File: config.mk
export PLATFORM = sky130hd
export DESIGN_NAME = rfc_core
export DESIGN_NICKNAME = d
export VERILOG_FILES = /design/src/rfc_pkg.sv /design/src/rfc_core.sv
export SDC_FILE = /design/constraint.sdc
export NUM_CORES = 1
export LEC_CHECK = 0
export BUFFER_PORTS_ARGS = -buffer_cell sky130_fd_sc_hd__buf_4
export CORE_UTILIZATION = 57
export DETAILED_ROUTE_END_ITERATION = 8
export PLACE_DENSITY = 0.77
export SLEW_MARGIN = 25
export SYNTH_ARGS = -nofsm -noshare
export SYNTH_HDL_FRONTEND = slang
export SYNTH_SLANG_ARGS = --single-unit
File: constraint.sdc
create_clock -name pclk -period 5.4 [get_ports pclk]
set_clock_uncertainty 0.15 [all_clocks]
set_input_delay 1.08 -clock pclk [delete_from_list [all_inputs] [get_ports pclk]]
set_output_delay 1.08 -clock pclk [all_outputs]
set_load 0.02 [all_outputs]
File: src/rfc_pkg.sv
// Purpose: Constants, register map and state codes of the reciprocal counter.
// Assumes: APB slave with 32-bit data and 50 ns pclk.
// Notes: Byte offsets, one aligned word per register.
package rfc_pkg;
    // Clock period and gate-time resolutions in picoseconds
    localparam int CLK_PS = 50000;
    localparam int RES_BASIC_PS = 250;
    localparam int RES_ENH_PS = 50;
    // Timeout limits in milliseconds, clock rate in kHz
    localparam logic [15:0] TMO_MIN_BASIC_MS = 16'd100;
    localparam logic [15:0] TMO_MIN_ENH_MS = 16'd64;
    localparam logic [15:0] TMO_MAX_MS = 16'd25500;
    localparam int CLK_KHZ = 20000;
    // Division factors
    localparam logic [5:0] DIV_ONE = 6'd1;
    localparam logic [5:0] DIV_A_BASIC = 6'd2;
    localparam logic [5:0] DIV_A_ENH = 6'd4;
    localparam logic [5:0] DIV_C_BASIC = 6'd16;
    localparam logic [5:0] DIV_C_ENH = 6'd32;
    // Register byte offsets
    localparam logic [7:0] OFS_CTRL = 8'h00;
    localparam logic [7:0] OFS_MEAS_TIME = 8'h04;
    localparam logic [7:0] OFS_TIMEOUT = 8'h08;
    localparam logic [7:0] OFS_LOCKOUT = 8'h0C;
    localparam logic [7:0] OFS_STATUS = 8'h10;
    localparam logic [7:0] OFS_RES_N = 8'h14;
    localparam logic [7:0] OFS_RES_TG_LO = 8'h18;
    localparam logic [7:0] OFS_IRQ_STAT = 8'h1C;
    localparam logic [7:0] OFS_IRQ_MASK = 8'h20;
    localparam logic [7:0] OFS_RES_RAW = 8'h24;
    localparam logic [7:0] OFS_RES_TG_HI = 8'h28;
    // Control field positions
    localparam int CTL_RUN = 0;
    localparam int CTL_FUNC = 1;
    localparam int CTL_NEG = 3;
    localparam int CTL_SINGLE = 4;
    localparam int CTL_LOCK = 5;
    localparam int CTL_TMO = 6;
    localparam int CTL_W = 7;
    // Interrupt bit positions
    localparam int IRQ_DONE = 0;
    localparam int IRQ_NOSIG = 1;
    // Function codes
    typedef enum logic [1:0] {
        RFC_FN_A = 2'd0,
        RFC_FN_B = 2'd1,
        RFC_FN_C = 2'd2,
        RFC_FN_OTHER = 2'd3
    } rfc_func_t;
    // Measurement states, one-hot
    typedef enum logic [3:0] {
        RFC_IDLE = 4'b0001,
        RFC_ARMED = 4'b0010,
        RFC_GATE = 4'b0100,
        RFC_DONE = 4'b1000
    } rfc_state_t;
endpackage

File: src/rfc_core.sv
// Purpose: Reciprocal frequency counter with APB registers.
// Assumes: Trigger inputs are conditioned comparator outputs, asynchronous.
// Notes: Gate time is reported in resolution units; software divides.
//
// Summary of operation
// - Gate opens on first trigger after start
// - Gate closes on trigger after time elapsed
// - Cycles and gate time counted together
// - Gate time in 250 or 50 ps units
// - Scaled cycle result multiplied by division factor; raw count kept unscaled
// - Factors 2/4 for A, 16/32 for C
// - Negative slope on A bypasses prescaler
// - Single mode gates one prescaled cycle
// - Lost signal keeps previous result
// - Timeout selectable, default off, clamped range
// - Timeout without trigger flags absent input
// - Weak high-band input blocks prescaler output
// - Measurement lasts at least one prescaled period
// - Lockout ignores triggers until delay expires
//
// Decided for this implementation: the address map and the APB register port.
`timescale 1ns/100ps
module rfc_core
    import rfc_pkg::*;
#(
    parameter bit ENHANCED = 1'b0,
    parameter int CW = 32,
    parameter int MS_CYCLES = CLK_KHZ
) (
    input wire logic pclk,
    input wire logic presetn,
    input wire logic [7:0] paddr,
    input wire logic psel,
    input wire logic penable,
    input wire logic pwrite,
    input wire logic [31:0] pwdata,
    output logic [31:0] prdata,
    output logic pready,
    output logic pslverr,
    input wire logic trig_a,
    input wire logic trig_b,
    input wire logic trig_c,
    input wire logic level_ok_c,
    output logic irq,
    output logic gate_open
);
    // Gate-time resolution units per clock
    localparam int STEP = CLK_PS / (ENHANCED ? RES_ENH_PS : RES_BASIC_PS);
    localparam int TGW = 48;
    localparam logic [15:0] TMO_MIN = ENHANCED ? TMO_MIN_ENH_MS : TMO_MIN_BASIC_MS;
    // The timeout register keeps the word as written; the limits apply only
    // where the no-trigger timer is compared, so software reads back its own value

    // Refuse widths the logic cannot serve
    if (CW < 8 || CW > 32) begin : g_chk_cw
        $error("rfc_core: CW must be 8..32");
    end
    if (MS_CYCLES < 1) begin : g_chk_ms
        $error("rfc_core: MS_CYCLES must be positive");
    end

    // All state of the block
    // One packed word, so reset and the clock update stay in one place;
    // every field is recomputed from next_s on each clock
    typedef struct packed {
        logic [2:0] sa; // Input A synchroniser
        logic [2:0] sb; // Input B synchroniser
        logic [2:0] sc; // Input C synchroniser
        logic [2:0] sl; // Level detector synchroniser
        logic [3:0] lv; // Agreed levels of A, B, C and level detector
        logic [CTL_W-1:0] ctrl; // Control word
        logic [31:0] meas_time; // Set measurement time, clocks
        logic [15:0] tmo_ms; // Timeout in ms
        logic [31:0] lockout; // Lockout delay, clocks
        logic [1:0] irq_stat; // Sticky events
        logic [1:0] irq_mask; // Event enables
        logic [31:0] rdata; // Read data
        rfc_state_t st; // Measurement state
        logic [5:0] psc; // Prescaler count
        logic [31:0] lock_cnt; // Lockout remaining
        logic [31:0] mt_cnt; // Elapsed measurement time
        logic [31:0] ms_div; // Millisecond divider
        logic [15:0] ms_cnt; // Ms since last prescaled event
        logic [CW-1:0] n; // Cycles in gate
        logic [TGW-1:0] tg; // Gate duration
        logic [CW-1:0] res_raw; // Last raw cycle count
        logic [CW-1:0] res_n; // Last scaled cycle count
        logic [TGW-1:0] res_tg; // Last gate duration
        logic valid; // A result is held
        logic nosig; // Last attempt timed out
    } rfc_state_s_t;

    rfc_state_s_t s;
    rfc_state_s_t next_s;

    // Division factor for the selected function
    // Negative slope on input A skips the prescaler, so a single-cycle
    // aperture can cover exactly one input period
    function automatic logic [5:0] div_factor(input logic [1:0] fn, input logic neg);
        if (fn == RFC_FN_A && !neg) begin
            div_factor = ENHANCED ? DIV_A_ENH : DIV_A_BASIC;
        end else if (fn == RFC_FN_C) begin
            div_factor = ENHANCED ? DIV_C_ENH : DIV_C_BASIC;
        end else begin
            div_factor = DIV_ONE;
        end
    endfunction

    // Clamp programmed timeout into the allowed range
    // Values outside the range would let the timer fire too early or too late
    function automatic logic [15:0] tmo_clamp(input logic [15:0] v);
        if (v < TMO_MIN) begin
            tmo_clamp = TMO_MIN;
        end else if (v > TMO_MAX_MS) begin
            tmo_clamp = TMO_MAX_MS;
        end else begin
            tmo_clamp = v;
        end
    endfunction

    // Register read multiplexer
    // Status word: [0]busy [1]gate [2]valid [3]no signal [9:4]active factor
    // Results only change at the end of a measurement, so low and high stay paired
    function automatic logic [31:0] rd_mux(input rfc_state_s_t q, input logic [7:0] a);
        case (a)
            OFS_CTRL: rd_mux = 32'(q.ctrl);
            OFS_MEAS_TIME: rd_mux = q.meas_time;
            OFS_TIMEOUT: rd_mux = 32'(q.tmo_ms);
            OFS_LOCKOUT: rd_mux = q.lockout;
            OFS_STATUS: rd_mux = {22'h0, div_factor(q.ctrl[CTL_FUNC +: 2], q.ctrl[CTL_NEG]),
                q.nosig, q.valid, q.st == RFC_GATE, q.st != RFC_IDLE};
            OFS_RES_N: rd_mux = 32'(q.res_n);
            OFS_RES_TG_LO: rd_mux = q.res_tg[31:0];
            OFS_RES_TG_HI: rd_mux = 32'(q.res_tg[TGW-1:32]);
            OFS_IRQ_STAT: rd_mux = 32'(q.irq_stat);
            OFS_IRQ_MASK: rd_mux = 32'(q.irq_mask);
            OFS_RES_RAW: rd_mux = 32'(q.res_raw);
            default: rd_mux = 32'h0000_0000;
        endcase
    endfunction

    // Known register offsets
    // Unmapped offsets answer with an error and read as zero
    function automatic logic is_mapped(input logic [7:0] a);
        case (a)
            OFS_CTRL, OFS_MEAS_TIME, OFS_TIMEOUT, OFS_LOCKOUT, OFS_STATUS,
            OFS_RES_N, OFS_RES_TG_LO, OFS_RES_TG_HI, OFS_IRQ_STAT,
            OFS_IRQ_MASK, OFS_RES_RAW: is_mapped = 1'b1;
            default: is_mapped = 1'b0;
        endcase
    endfunction

    // Helper signals for the next-state logic
    logic setup; // APB setup cycle
    logic wr; // Write takes effect
    logic rd_clr; // Read of interrupt status
    logic ev_a_r; // Synchronised A rising edge
    logic ev_a_f; // Synchronised A falling edge
    logic ev_b; // Synchronised B rising edge
    logic ev_c; // Synchronised C rising edge
    logic lvl_ok; // High-band level adequate
    logic raw_ev; // Selected input trigger
    logic acc_ev; // Trigger after lockout
    logic pevt; // Prescaled trigger
    logic [5:0] d; // Active division factor
    logic ms_tick; // One-ms enable pulse
    logic elapsed; // Measurement time reached
    logic tmo_hit; // Timeout reached
    logic [1:0] ev; // Interrupt events this cycle

    // Next-state logic
    // Every field starts from its current value; only the branches below move it
    // Helper signals are assigned on every path to keep this process free of latches
    always_comb begin
        next_s = s;
        setup = psel && !penable;
        wr = psel && penable && pwrite;
        rd_clr = psel && penable && !pwrite && paddr == OFS_IRQ_STAT;
        ev = 2'b00;

        // Three-stage synchronisers; a new level is taken once stages 2 and 3 agree
        // A glitch that reaches only one stage never moves the agreed level
        next_s.sa = {s.sa[1:0], trig_a};
        next_s.sb = {s.sb[1:0], trig_b};
        next_s.sc = {s.sc[1:0], trig_c};
        next_s.sl = {s.sl[1:0], level_ok_c};
        if (s.sa[1] == s.sa[2]) begin
            next_s.lv[0] = s.sa[2];
        end
        if (s.sb[1] == s.sb[2]) begin
            next_s.lv[1] = s.sb[2];
        end
        if (s.sc[1] == s.sc[2]) begin
            next_s.lv[2] = s.sc[2];
        end
        if (s.sl[1] == s.sl[2]) begin
            next_s.lv[3] = s.sl[2];
        end
        // Edges are changes of the agreed level; reset leaves it low like idle pins
        ev_a_r = s.sa[1] && s.sa[2] && !s.lv[0];
        ev_a_f = !s.sa[1] && !s.sa[2] && s.lv[0];
        ev_b = s.sb[1] && s.sb[2] && !s.lv[1];
        ev_c = s.sc[1] && s.sc[2] && !s.lv[2];
        lvl_ok = s.lv[3];

        // Trigger source selection
        // Other function codes fall back to input A
        // High band edges pass only while the level detector reports enough signal
        case (s.ctrl[CTL_FUNC +: 2])
            RFC_FN_A: raw_ev = s.ctrl[CTL_NEG] ? ev_a_f : ev_a_r;
            RFC_FN_B: raw_ev = ev_b;
            RFC_FN_C: raw_ev = ev_c && lvl_ok;
            default: raw_ev = s.ctrl[CTL_NEG] ? ev_a_f : ev_a_r;
        endcase

        // Trigger lockout
        // A lockout of zero cycles, or lockout off, lets every trigger through
        // The reload on an accepted trigger wins over the countdown
        acc_ev = raw_ev && (s.lock_cnt == 32'h0000_0000 || !s.ctrl[CTL_LOCK]);
        if (acc_ev && s.ctrl[CTL_LOCK]) begin
            next_s.lock_cnt = s.lockout;
        end else if (s.lock_cnt != 32'h0000_0000) begin
            next_s.lock_cnt = s.lock_cnt - 32'h0000_0001;
        end

        // Prescaler: one output event per d accepted triggers
        // The prescaler free-runs and is not cleared at arming, so the first
        // event phase is arbitrary; a smaller factor takes effect at once
        d = div_factor(s.ctrl[CTL_FUNC +: 2], s.ctrl[CTL_NEG]);
        pevt = acc_ev && (s.psc >= d - DIV_ONE);
        if (pevt) begin
            next_s.psc = 6'd0;
        end else if (acc_ev) begin
            next_s.psc = s.psc + 6'd1;
        end

        // Millisecond divider and no-trigger timer
        // The divider runs freely; its phase only shifts the timeout by under a ms
        // The timer restarts on every prescaled event and while idle
        ms_tick = s.ms_div >= 32'(MS_CYCLES - 1);
        next_s.ms_div = ms_tick ? 32'h0000_0000 : s.ms_div + 32'h0000_0001;
        if (pevt || s.st == RFC_IDLE) begin
            next_s.ms_cnt = 16'h0000;
        end else if (ms_tick && s.ms_cnt != 16'hFFFF) begin
            next_s.ms_cnt = s.ms_cnt + 16'h0001;
        end
        tmo_hit = s.ctrl[CTL_TMO] && !pevt && s.ms_cnt >= tmo_clamp(s.tmo_ms);

        // Measurement time runs from the start of the attempt
        // Counting stops once elapsed; the gate then waits for its closing event
        elapsed = s.mt_cnt >= s.meas_time;
        if (s.st == RFC_IDLE || s.st == RFC_DONE) begin
            next_s.mt_cnt = 32'h0000_0000;
        end else if (!elapsed) begin
            next_s.mt_cnt = s.mt_cnt + 32'h0000_0001;
        end

        // Measurement sequencer
        // Idle waits for run; armed waits for the opening event; the gate closes
        // on the first event after the set time, or the next one in single mode;
        // done lasts one clock and re-arms while run stays set
        case (s.st)
            RFC_IDLE: begin
                if (s.ctrl[CTL_RUN]) begin
                    next_s.st = RFC_ARMED;
                end
            end
            RFC_ARMED: begin
                if (tmo_hit) begin
                    next_s.st = RFC_IDLE;
                    next_s.nosig = 1'b1;
                    ev[IRQ_NOSIG] = 1'b1;
                end else if (pevt) begin
                    next_s.st = RFC_GATE;
                    next_s.n = '0;
                    next_s.tg = '0;
                end else if (!s.ctrl[CTL_RUN]) begin
                    next_s.st = RFC_IDLE;
                end
            end
            RFC_GATE: begin
                next_s.tg = s.tg + TGW'(STEP);
                if (tmo_hit) begin
                    next_s.st = RFC_IDLE;
                    next_s.nosig = 1'b1;
                    ev[IRQ_NOSIG] = 1'b1;
                end else if (pevt) begin
                    next_s.n = s.n + CW'(1);
                    if (elapsed || s.ctrl[CTL_SINGLE]) begin
                        next_s.st = RFC_DONE;
                        next_s.res_raw = s.n + CW'(1);
                        next_s.res_n = CW'((s.n + CW'(1)) * CW'(d));
                        next_s.res_tg = s.tg + TGW'(STEP);
                        next_s.valid = 1'b1;
                        next_s.nosig = 1'b0;
                        ev[IRQ_DONE] = 1'b1;
                    end
                end
            end
            RFC_DONE: begin
                next_s.st = s.ctrl[CTL_RUN] ? RFC_ARMED : RFC_IDLE;
            end
            default: next_s.st = RFC_IDLE;
        endcase

        // Register writes
        // Read-only and unmapped offsets ignore writes
        if (wr) begin
            case (paddr)
                OFS_CTRL: next_s.ctrl = pwdata[CTL_W-1:0];
                OFS_MEAS_TIME: next_s.meas_time = pwdata;
                OFS_TIMEOUT: next_s.tmo_ms = pwdata[15:0];
                OFS_LOCKOUT: next_s.lockout = pwdata;
                OFS_IRQ_MASK: next_s.irq_mask = pwdata[1:0];
                default: next_s.ctrl = s.ctrl;
            endcase
        end

        // Sticky events, set wins over read clear
        next_s.irq_stat = ev | (rd_clr ? 2'b00 : s.irq_stat);

        // Read data captured in the setup cycle
        // prdata then stands until the next read setup cycle
        if (setup && !pwrite) begin
            next_s.rdata = rd_mux(s, paddr);
        end
    end

    // State register
    // Asynchronous reset loads constants only
    always_ff @(posedge pclk or negedge presetn) begin
        if (!presetn) begin
            s <= '0;
            s.st <= RFC_IDLE;
        end else begin
            s <= next_s;
        end
    end

    // Outputs
    // Handshake outputs combinational, zero wait states
    assign prdata = s.rdata;
    assign pready = 1'b1;
    assign pslverr = psel && penable && !is_mapped(paddr);
    assign irq = |(s.irq_stat & s.irq_mask);
    assign gate_open = s.st == RFC_GATE;
endmodule

==> results of run 1 <==
[kinds of logic after synthesis]
logic type | count (synthesis) | share of synthesized area (%)
XOR/XNOR | 161 | 5.49
adder cells (fa/ha/maj) | 183 | 9.70
AND/OR/NAND/NOR | 915 | 16.3
other | 2 | 0.0293
multiplexers | 96 | 4.20
flip-flops | 449 | 43.8
AO/OA/AOI/OAI | 603 | 14.9
buffers and inverters | 338 | 5.61
[what timing repair did]
item / CTS / global route
pin swaps: 0 / 6
hold endpoints to repair: 0 / 0
endpoints found under the setup margin: 2 / 12
gates resized for setup: 1 / 27
setup buffers: 0 / 4
[worst register-to-register path, stage by stage (launching register included)]
cell and delay (ns):
dfrtp_1 0.41, and4_1 0.24, buf_4 0.15, nand3_1 0.10
nor2b_1 0.19, buf_4 0.18, nand3_1 0.09, xor2_1 0.22
buf_4 0.17, nor2_1 0.04, ha_1 0.30, ha_1 0.28
inv_1 0.05, fa_1 0.53, inv_1 0.04, ha_1 0.41
a21oi_1 0.23, and2_1 0.21, nand4_1 0.24, a311oi_2 0.45
o31ai_2 0.11, xnor2_1 0.15, o21ai_0 0.09
[flip-flops by register name (all words and copies together) (netlist names)]
| register | cells |
|---|---|
| next_s | 8 |
| lvl_ok | 1 |
| s | 408 |
| prdata | 32 |
[through the flow]
stage / hold slack, ns / area, sq um / cells
finish: 0.203 / 28800 / 3441
global route: 0.211 / 28800 / 3440
global placement: 0.185 / 27000 / 3345
detailed placement: 0.196 / 27000 / 3345
CTS: 0.204 / 28700 / 3436
floorplan: 0.181 / 25700 / 2764
[cell type report]
cell class / instances / area (sq um)
antenna: 1 / 2.50
clock buffer: 71 / 1490
clock inverter: 20 / 208
fill: 3551 / 15500
inverter: 182 / 683
multi-input combinational: 1977 / 13300
sequential: 449 / 11200
tap: 592 / 741
timing repair buffer: 149 / 1210
[cells in the mapped netlist, drive strengths merged, types with 13 or more instances]
cell type,count,area share [%]
a211oi,14,0.41
nand3,74,1.4
and3,41,1.0
nor2,298,4.4
xor2,75,2.6
clkbuf,88,1.3
o21ai,271,5.3
and2,14,0.34
dfrtp,448,44
a222oi,27,1.1
nand4,47,1.2
a22o,20,0.68
and4,17,0.58
ha,155,7.6
o31ai,37,1.2
nor4,18,0.46
a221oi,21,0.72
a22oi,24,0.70
a21oi,76,1.5
inv,181,2.6
o21a,13,0.38
or3,18,0.44
fa,27,2.1
buf,68,1.7
xnor2,86,2.9
mux2,93,4.1
nand2,305,4.5
nor3,38,0.74
a31oi,36,0.88
a21o,15,0.44
[cell usage in the layout, fill, tap and decap left out, drive strengths merged, types with 17 or more instances in the layout]
cell    netlist  final
and4         17     17
inv         181    183
fa           27     27
a31oi        36     36
clkbuf       88     71
nor4         18     18
o21ai       271    271
nor3         38     38
a22o         20     20
dfrtp       448    448
nand4        47     47
a22oi        24     24
nor2        298    298
nand3        74     74
xor2         75     75
ha          155    155
nand2       305    305
xnor2        86     86
a222oi       27     27
conb          2     19
or3          18     18
and3         41     41
o31ai        37     37
buf          68    149
mux2         93     93
a21oi        76     76
a221oi       21     21
[layer usage]
layer | track usage, % | vias to the layer above
li1 | - | 9702
met5 | 0 | -
met4 | 13.1 | 0
met3 | 6.54 | 180
met1 | 41.1 | 10500
met2 | 50.9 | 872
[how the worst min path moves through the flow]
stage                            endpoint  slack, ns
detailed placement  next_s[451]$_DFF_PN0_       0.20
finish              next_s[451]$_DFF_PN0_       0.20
global placement    next_s[448]$_DFF_PN0_       0.18
global route        next_s[445]$_DFF_PN0_       0.21
floorplan           next_s[445]$_DFF_PN0_       0.18
CTS                 next_s[451]$_DFF_PN0_       0.20
[power breakdown]
part | internal, W | switching [W] | leakage [nW]
logic | 0.000310 | 0.000493 | 6.19
clock network | 0.00207 | 0.00145 | 0.837
registers | 0.00354 | 0.000186 | 6.07
==> results.md, run 1 <==
Setup path:
- Counting both buffers and inverters, the worst setup path holds a total of 5.
- Following the worst setup path forward leads to its endpoint at s[81]$_DFFE_PN0P_.
- In this design, the stage delay of the slowest critical-path cell is 0.53 ns.
- The highest fanout seen on the critical path is 7.
- The worst reg-to-reg path cell count is 22.
- The arrival time of the worst setup path is 5.48 ns.
- The end of the worst register-to-register path is s[81]$_DFFE_PN0P_.
- Across all register-to-register paths, the minimum setup slack is roughly 0.24 ns.
- The critical path crosses 22 cells after its start point.
- In this run the critical register-to-register path is launched from s[165]$_DFFE_PN0P_.
- The data required time at the worst endpoint is 5.72 ns.
- The library cell contributing the largest single delay on the critical path is fa_1.
- The signal on the critical path passes through and4_1 -> buf_4 -> nand3_1 -> nor2b_1 -> buf_4 -> nand3_1 -> xor2_1 -> buf_4 -> nor2_1 -> ha_1 -> ha_1 -> inv_1 -> fa_1 -> inv_1 -> ha_1 -> a21oi_1 -> and2_1 -> nand4_1 -> a311oi_2 -> o31ai_2 -> xnor2_1 -> o21ai_0.
- Grouping stages by cell kind, the critical path spends the most delay in adder cells.
- The nature of the critical path startpoint is a flip-flop.
- The category of the critical setup timing path is flip-flop to flip-flop.
- STA classifies the critical path endpoint as a flip-flop.
- The source of the critical timing path is s[165]$_DFFE_PN0P_.

GRT:
- The initial antenna violation count is 1.
- The global-route wire length before repair is between 100 and 150 mm.
- The via count of the first global-routing pass came to between 20000 and 25000.
- The all-layer global routing usage is 31.4%.
- Entering global routing, the biggest net connects 110 pins.
- For this run the aggregate overflow at the end of global routing stands at 0.

Floorplanning:
- In this run the count of I/O pins placed on the die edge is 85.
- The full die area is 45900 sq um.
- The core region is 44300 sq um.
- From left edge to right edge, the die measures 214 um.
- From bottom edge to top edge, the die measures 214 um.
- In this run the core area contains 77 standard-cell rows.
- The initial utilization of the core area, before any placement, comes to a little under 60%.

Route:
- The post-route met1 wirelength is between 20 and 30 mm.
- The number of search-and-repair iterations in the first detailed-routing pass is 9.
- The final wirelength is just over 70 mm.
- The length of routed met3 wiring is 5.93 mm.
- In the final routed layout, each cell accounts on average for 20.8 um.
- The detailed router finished its first iteration with 2220 violations.
- Dividing the detail-routed via count by the number of cells gives 6.16.
- For this run, design rule violations remaining after detail routing come to 0.
- The number of vias after detailed routing is between 20000 and 25000.
- Once detail routing completed, the nets flagged for antenna violations numbered 0.
- The detailed router used layers up to and including met4.
- The wire length on met2 is 33.5 mm.

Synth:
- Counting flops with a built-in enable in the synthesized netlist gives 0.
- The synthesized netlist cell count is 2747.
- The main flop type after synthesis is dfrtp_1.
- Averaged over all synthesized cells, the footprint is 9.35 sq um.
- Summing every instance area after synthesis gives between 20000 and 30000 sq um.
- During synthesis, Yosys emitted a total of 0 warnings.
- The number of different library cells in the post-synthesis netlist is 76.
- The proportion of register bits with asynchronous set or reset after synthesis is 100%.
- The register bit count reported by yosys is 449.
- The share of the Yosys chip area taken by registers is 43.8%.

Clock network:
- The TritonCTS buffer count is 50.
- The clock transition time at the flip-flop clock pins of the worst setup and hold paths is 0.06 ns.
- TritonCTS built the clock tree.
- For the worst-skew pair, the clock arrives at the later sink with an insertion delay of 0.61 ns.
- The cell chosen for the clock root is clkbuf_16.
- In this run, post-CTS hold repair placed 0 buffers.
- The clock passes through at most 3 buffers.
- In this run the number of H-tree levels came out at 2.
- The clock sink count is 449.

Place:
- The final estimated routing congestion in global placement is around 0.93.
- At the placement stage, the worst setup path has a slack of -0.0170 ns.
- The detailed-placement wirelength estimate is 51.8 mm.
- The number of buffers inserted by port buffering is 83.

STA:
- The slew at the pin closest to its max-slew limit is 0.956 ns.
- The final setup violation count is 0.
- The hold violation total from the final report is 0.
- The final-report max-slew violation count is 0.
- The clock period minus worst slack is 5.16 ns.
- The part of the cycle the worst path needs is a little over nine tenths.
- The final sum of negative setup slack is 0 ns.
- In this run the tightest slew margin relative to its limit is between 30% and 40%.
- After layout, the worst setup slack is roughly 0.24 ns.
- The maximum achievable frequency is 194 MHz.

Run status:
- The run finished with clean final reports.

Worst hold path:
- Along the worst hold path, the cell count comes to 0.
- The startpoint identified for the worst hold timing path is next_s[450]$_DFF_PN0_.
- The min-delay analysis places its worst path in the category flip-flop to flip-flop.

Pwr:
- The total power draw is a little over 0.008 W.
- Power spread over the standard cell area amounts to 279 nW/um^2.
- The worst-case IR drop observed on VDD is 214 uV.
- The analysis attributes to cell leakage a power of 13.1 nW.

Final layout:
- Relative to the synthesized area, the layout overhead comes to 12.3%.
- The total number of nets in the final design is 3040.
- Cells with a size suffix above 1 make up 13.5% of the layout.
- Cells fill 65.1% of the core in the end.

Run:
- Across the run, the number of max-cap violations was 0.
Note: power is estimated with default switching activity, not from simulation.
==> inputs of run 2 (changes only) <==
- CORE_MARGIN: not set -> 2
- GPL_TIMING_DRIVEN: not set -> 0
==> run 2 against run 1 <==
Against the previous run: sequential power barely moved; die area rose by 1.9%; register-to-register slack got worse by 0.07 ns; sequential share of layout area fell by 0.91 points; global-route usage rose by 1.4 points; clock power barely moved; total power rose by 0.54%; utilization rose by 1.6 points; design area rose by 2.4%; count of clock-buffer cells in the layout fell by 7; via count rose by 3.0%.
==> results.md, run 2 (synthesis results as in run 1) <==
Run status:
- The flow ran to the end, and the final reports show no timing, DRC or antenna violations.

Clock network:
- The number of hold-repair buffers added at the cts stage is 0.
- The tree is rooted in a clkbuf_16.
- TritonCTS built the clock tree.
- The clock latency on the worst-skew pair is around 0.60 ns.
- The longest clock path from root to sink contains 3 buffers.
- The clock transition time at the flip-flop clock pins of the worst setup and hold paths is 0.06 ns.
- Counting every sink on the clock net gives about 450.
- The number of levels the H-tree was split into is 2.
- TritonCTS created 47 clock buffers.

GRT:
- The remaining global-route overflow is 0.
- The via count of the first global-routing pass is 21400.
- Entering global routing, the biggest net connects 99 pins.
- The initial antenna violation count is 2.
- For this run, the total global-route usage over all layers was measured as between 30 and 40%.
- The first global-routing pass estimated 120 mm of wire.

Setup path:
- Together, buffers and inverters on the worst path number 2.
- The highest fanout seen on the critical path is 7.
- The data required time at the worst endpoint is 5.71 ns.
- The category of the critical setup timing path is flip-flop to flip-flop.
- The library cell contributing the largest single delay on the critical path is fa_1.
- The delay contributed by the slowest stage of the critical path is 0.53 ns.
- The arrival time of the worst setup path is 5.54 ns.
- The worst setup path is captured at a flip-flop.
- Walking the worst path, the cells encountered are and4_4 -> nand3_1 -> nor2_4 -> and3_4 -> nand3_2 -> xor2_4 -> nor2_1 -> ha_1 -> ha_1 -> inv_1 -> fa_1 -> inv_1 -> ha_4 -> nand4_1 -> nor2_1 -> nand3_1 -> a32oi_2 -> a311oi_2 -> o31ai_2 -> xnor2_1 -> o21ai_0.
- STA classifies the critical path startpoint as a flip-flop.
- The kind of cell adding the most delay to the critical path is simple AND/OR/NAND/NOR gates.

STA:
- The worst-case headroom to the max-slew limit is around a quarter.
- The final-report max-slew violation count was 0.
- Dividing the final minimum period by the clock period gives 96.8%.
- The hold violation total from the final report was 0.
- Setup violations remaining at the end of the flow were counted as 0.
- The slew at the pin closest to its max-slew limit is approximately 1.1 ns.
- Based on the critical path, the design can be clocked at up to about 190 MHz.
- After layout, the minimum clock period comes to around 5.2 ns.

Final layout:
- Of the cells placed in the final design, the portion with a size suffix greater than 1 is between 10% and 20%.
- Once layout is complete, the cells apart from fillers number 3546.
- The register with the most flip-flops in the final layout is s.
- The number of inserted diodes is 0.
- The library cells used most frequently in the layout, excluding fill and tap cells, are 440 x dfrtp_1, 301 x nand2_1, 295 x nor2_1.
- The register cell area after layout is 11200 sq um.
- The total area of multi-input combinational cells is 13500 sq um.
- The register with the most flip-flops in the layout has 408 of them.
- At the end of the flow the core is filled with cells to between 60% and 70%.
- The library cell used most frequently in the layout, excluding fill and tap cells, is dfrtp_1.
- The area growth from synthesis to layout is 15.0%.
- The count of fill cells added during filler insertion is 3505.
- The total number of nets in the final design is approximately 3200.

Floorplanning:
- During I/O placement, the number of pins put on the boundary was 85.
- In this run the vertical extent of the chip is between 200 and 250 um.
- The die is 216 um wide.
- The effective utilization at floorplan is a little under 60%.
- After floorplanning, the core was sized to cover 44300 sq um.
- The number of placement rows is 77.
- The die covers 46800 sq um.

Route:
- The number of search-and-repair iterations in the first detailed-routing pass is 8.
- For this block, the routed nets add up to ~76 mm of wire.
- The DRC violation count after routing is 0.
- The final routed wire length divided by cell count is 21.6 um.
- The detail route stage leaves a number of antenna-violating nets equal to 0.
- The via count normalized by instance count is 6.16.
- The number of vias after detailed routing is around 22000.
- The detailed router finished its first iteration with 2474 violations.

Pwr:
- VDD sags by at most 269 uV.
- In this run the power density over the cells is 274 nW/um^2.
- The analysis attributes to cell leakage a power of 13.3 nW.
- The total power draw is 0.00809 W.

Run:
- Across the run, the number of max-cap violations was 0.

Worst hold path:
- The classification of the worst-slack hold path is flip-flop to flip-flop.

Place:
- Buffers placed on the I/O ports in this run total 83.
- The final estimated routing congestion in global placement is slightly below 1.
- In this run, placement finished with an instance count of 3444.
- The detailed-placement wirelength estimate is 57.6 mm.
==> run 2: power by group <==
| group | switching, W | internal [W] |
|---|---|---|
| Clock | 0.00141 | 0.00211 |
| Sequential | 0.000186 | 0.00353 |
| Combinational | 0.000490 | 0.000360 |
==> run 2: final cells by class <==
type	count	area share, %
clock inverters	20	0.953
flip-flops and latches	449	38.1
multi-input cells	1977	45.7
inverters	182	2.31
well taps	592	2.51
plain buffers	147	2.50
repair buffers	115	3.29
clock buffers	64	4.65
==> run 2: stage by stage <==
step           setup TNS [ns]  worst slack (ns)  hold WS [ns]  cell area [sq um]
2_1_floorplan               0             0.185         0.181              25700
3_3_place_gp          -598.53             -1.38         0.185              27100
4_1_cts                     0           0.00185         0.198              29100
5_1_grt                -0.111           -0.0719         0.207              29500
6_report                    0             0.173         0.197              29500
3_5_place_dp            -7.44             -1.06         0.185              27300
==> run 2: per-layer routing <==
metal	wire length (um)	track usage, %	vias to the layer above
met5	24	0	-
met4	3500	14.5	4
met3	6710	7.02	199
met2	35000	51.3	906
met1	31200	44.3	10800
li1	-	-	9913
==> run 2: timing repair <==
action,in CTS,in global routing
gates resized for setup,31,70
setup buffers,2,25
pin swaps,3,20
gates cloned,0,0
endpoints found under the setup margin,16,48
==> run 2: path summary, 6_finish.rpt <==
path                                        from                     to  slack, ns  cells after the start
max in group asynchronous                presetn     s[149]$_DFFE_PN0P_       3.59                      3
min                        next_s[450]$_DFF_PN0_  next_s[451]$_DFF_PN0_       0.20                      0
min in group asynchronous                presetn       s[219]$_DFF_PN0_       0.23                      1
min reg2reg                next_s[450]$_DFF_PN0_  next_s[451]$_DFF_PN0_       0.20                      0
max reg2reg                   s[165]$_DFFE_PN0P_      s[81]$_DFFE_PN0P_       0.17                     21
max                           s[165]$_DFFE_PN0P_      s[81]$_DFFE_PN0P_       0.17                     21
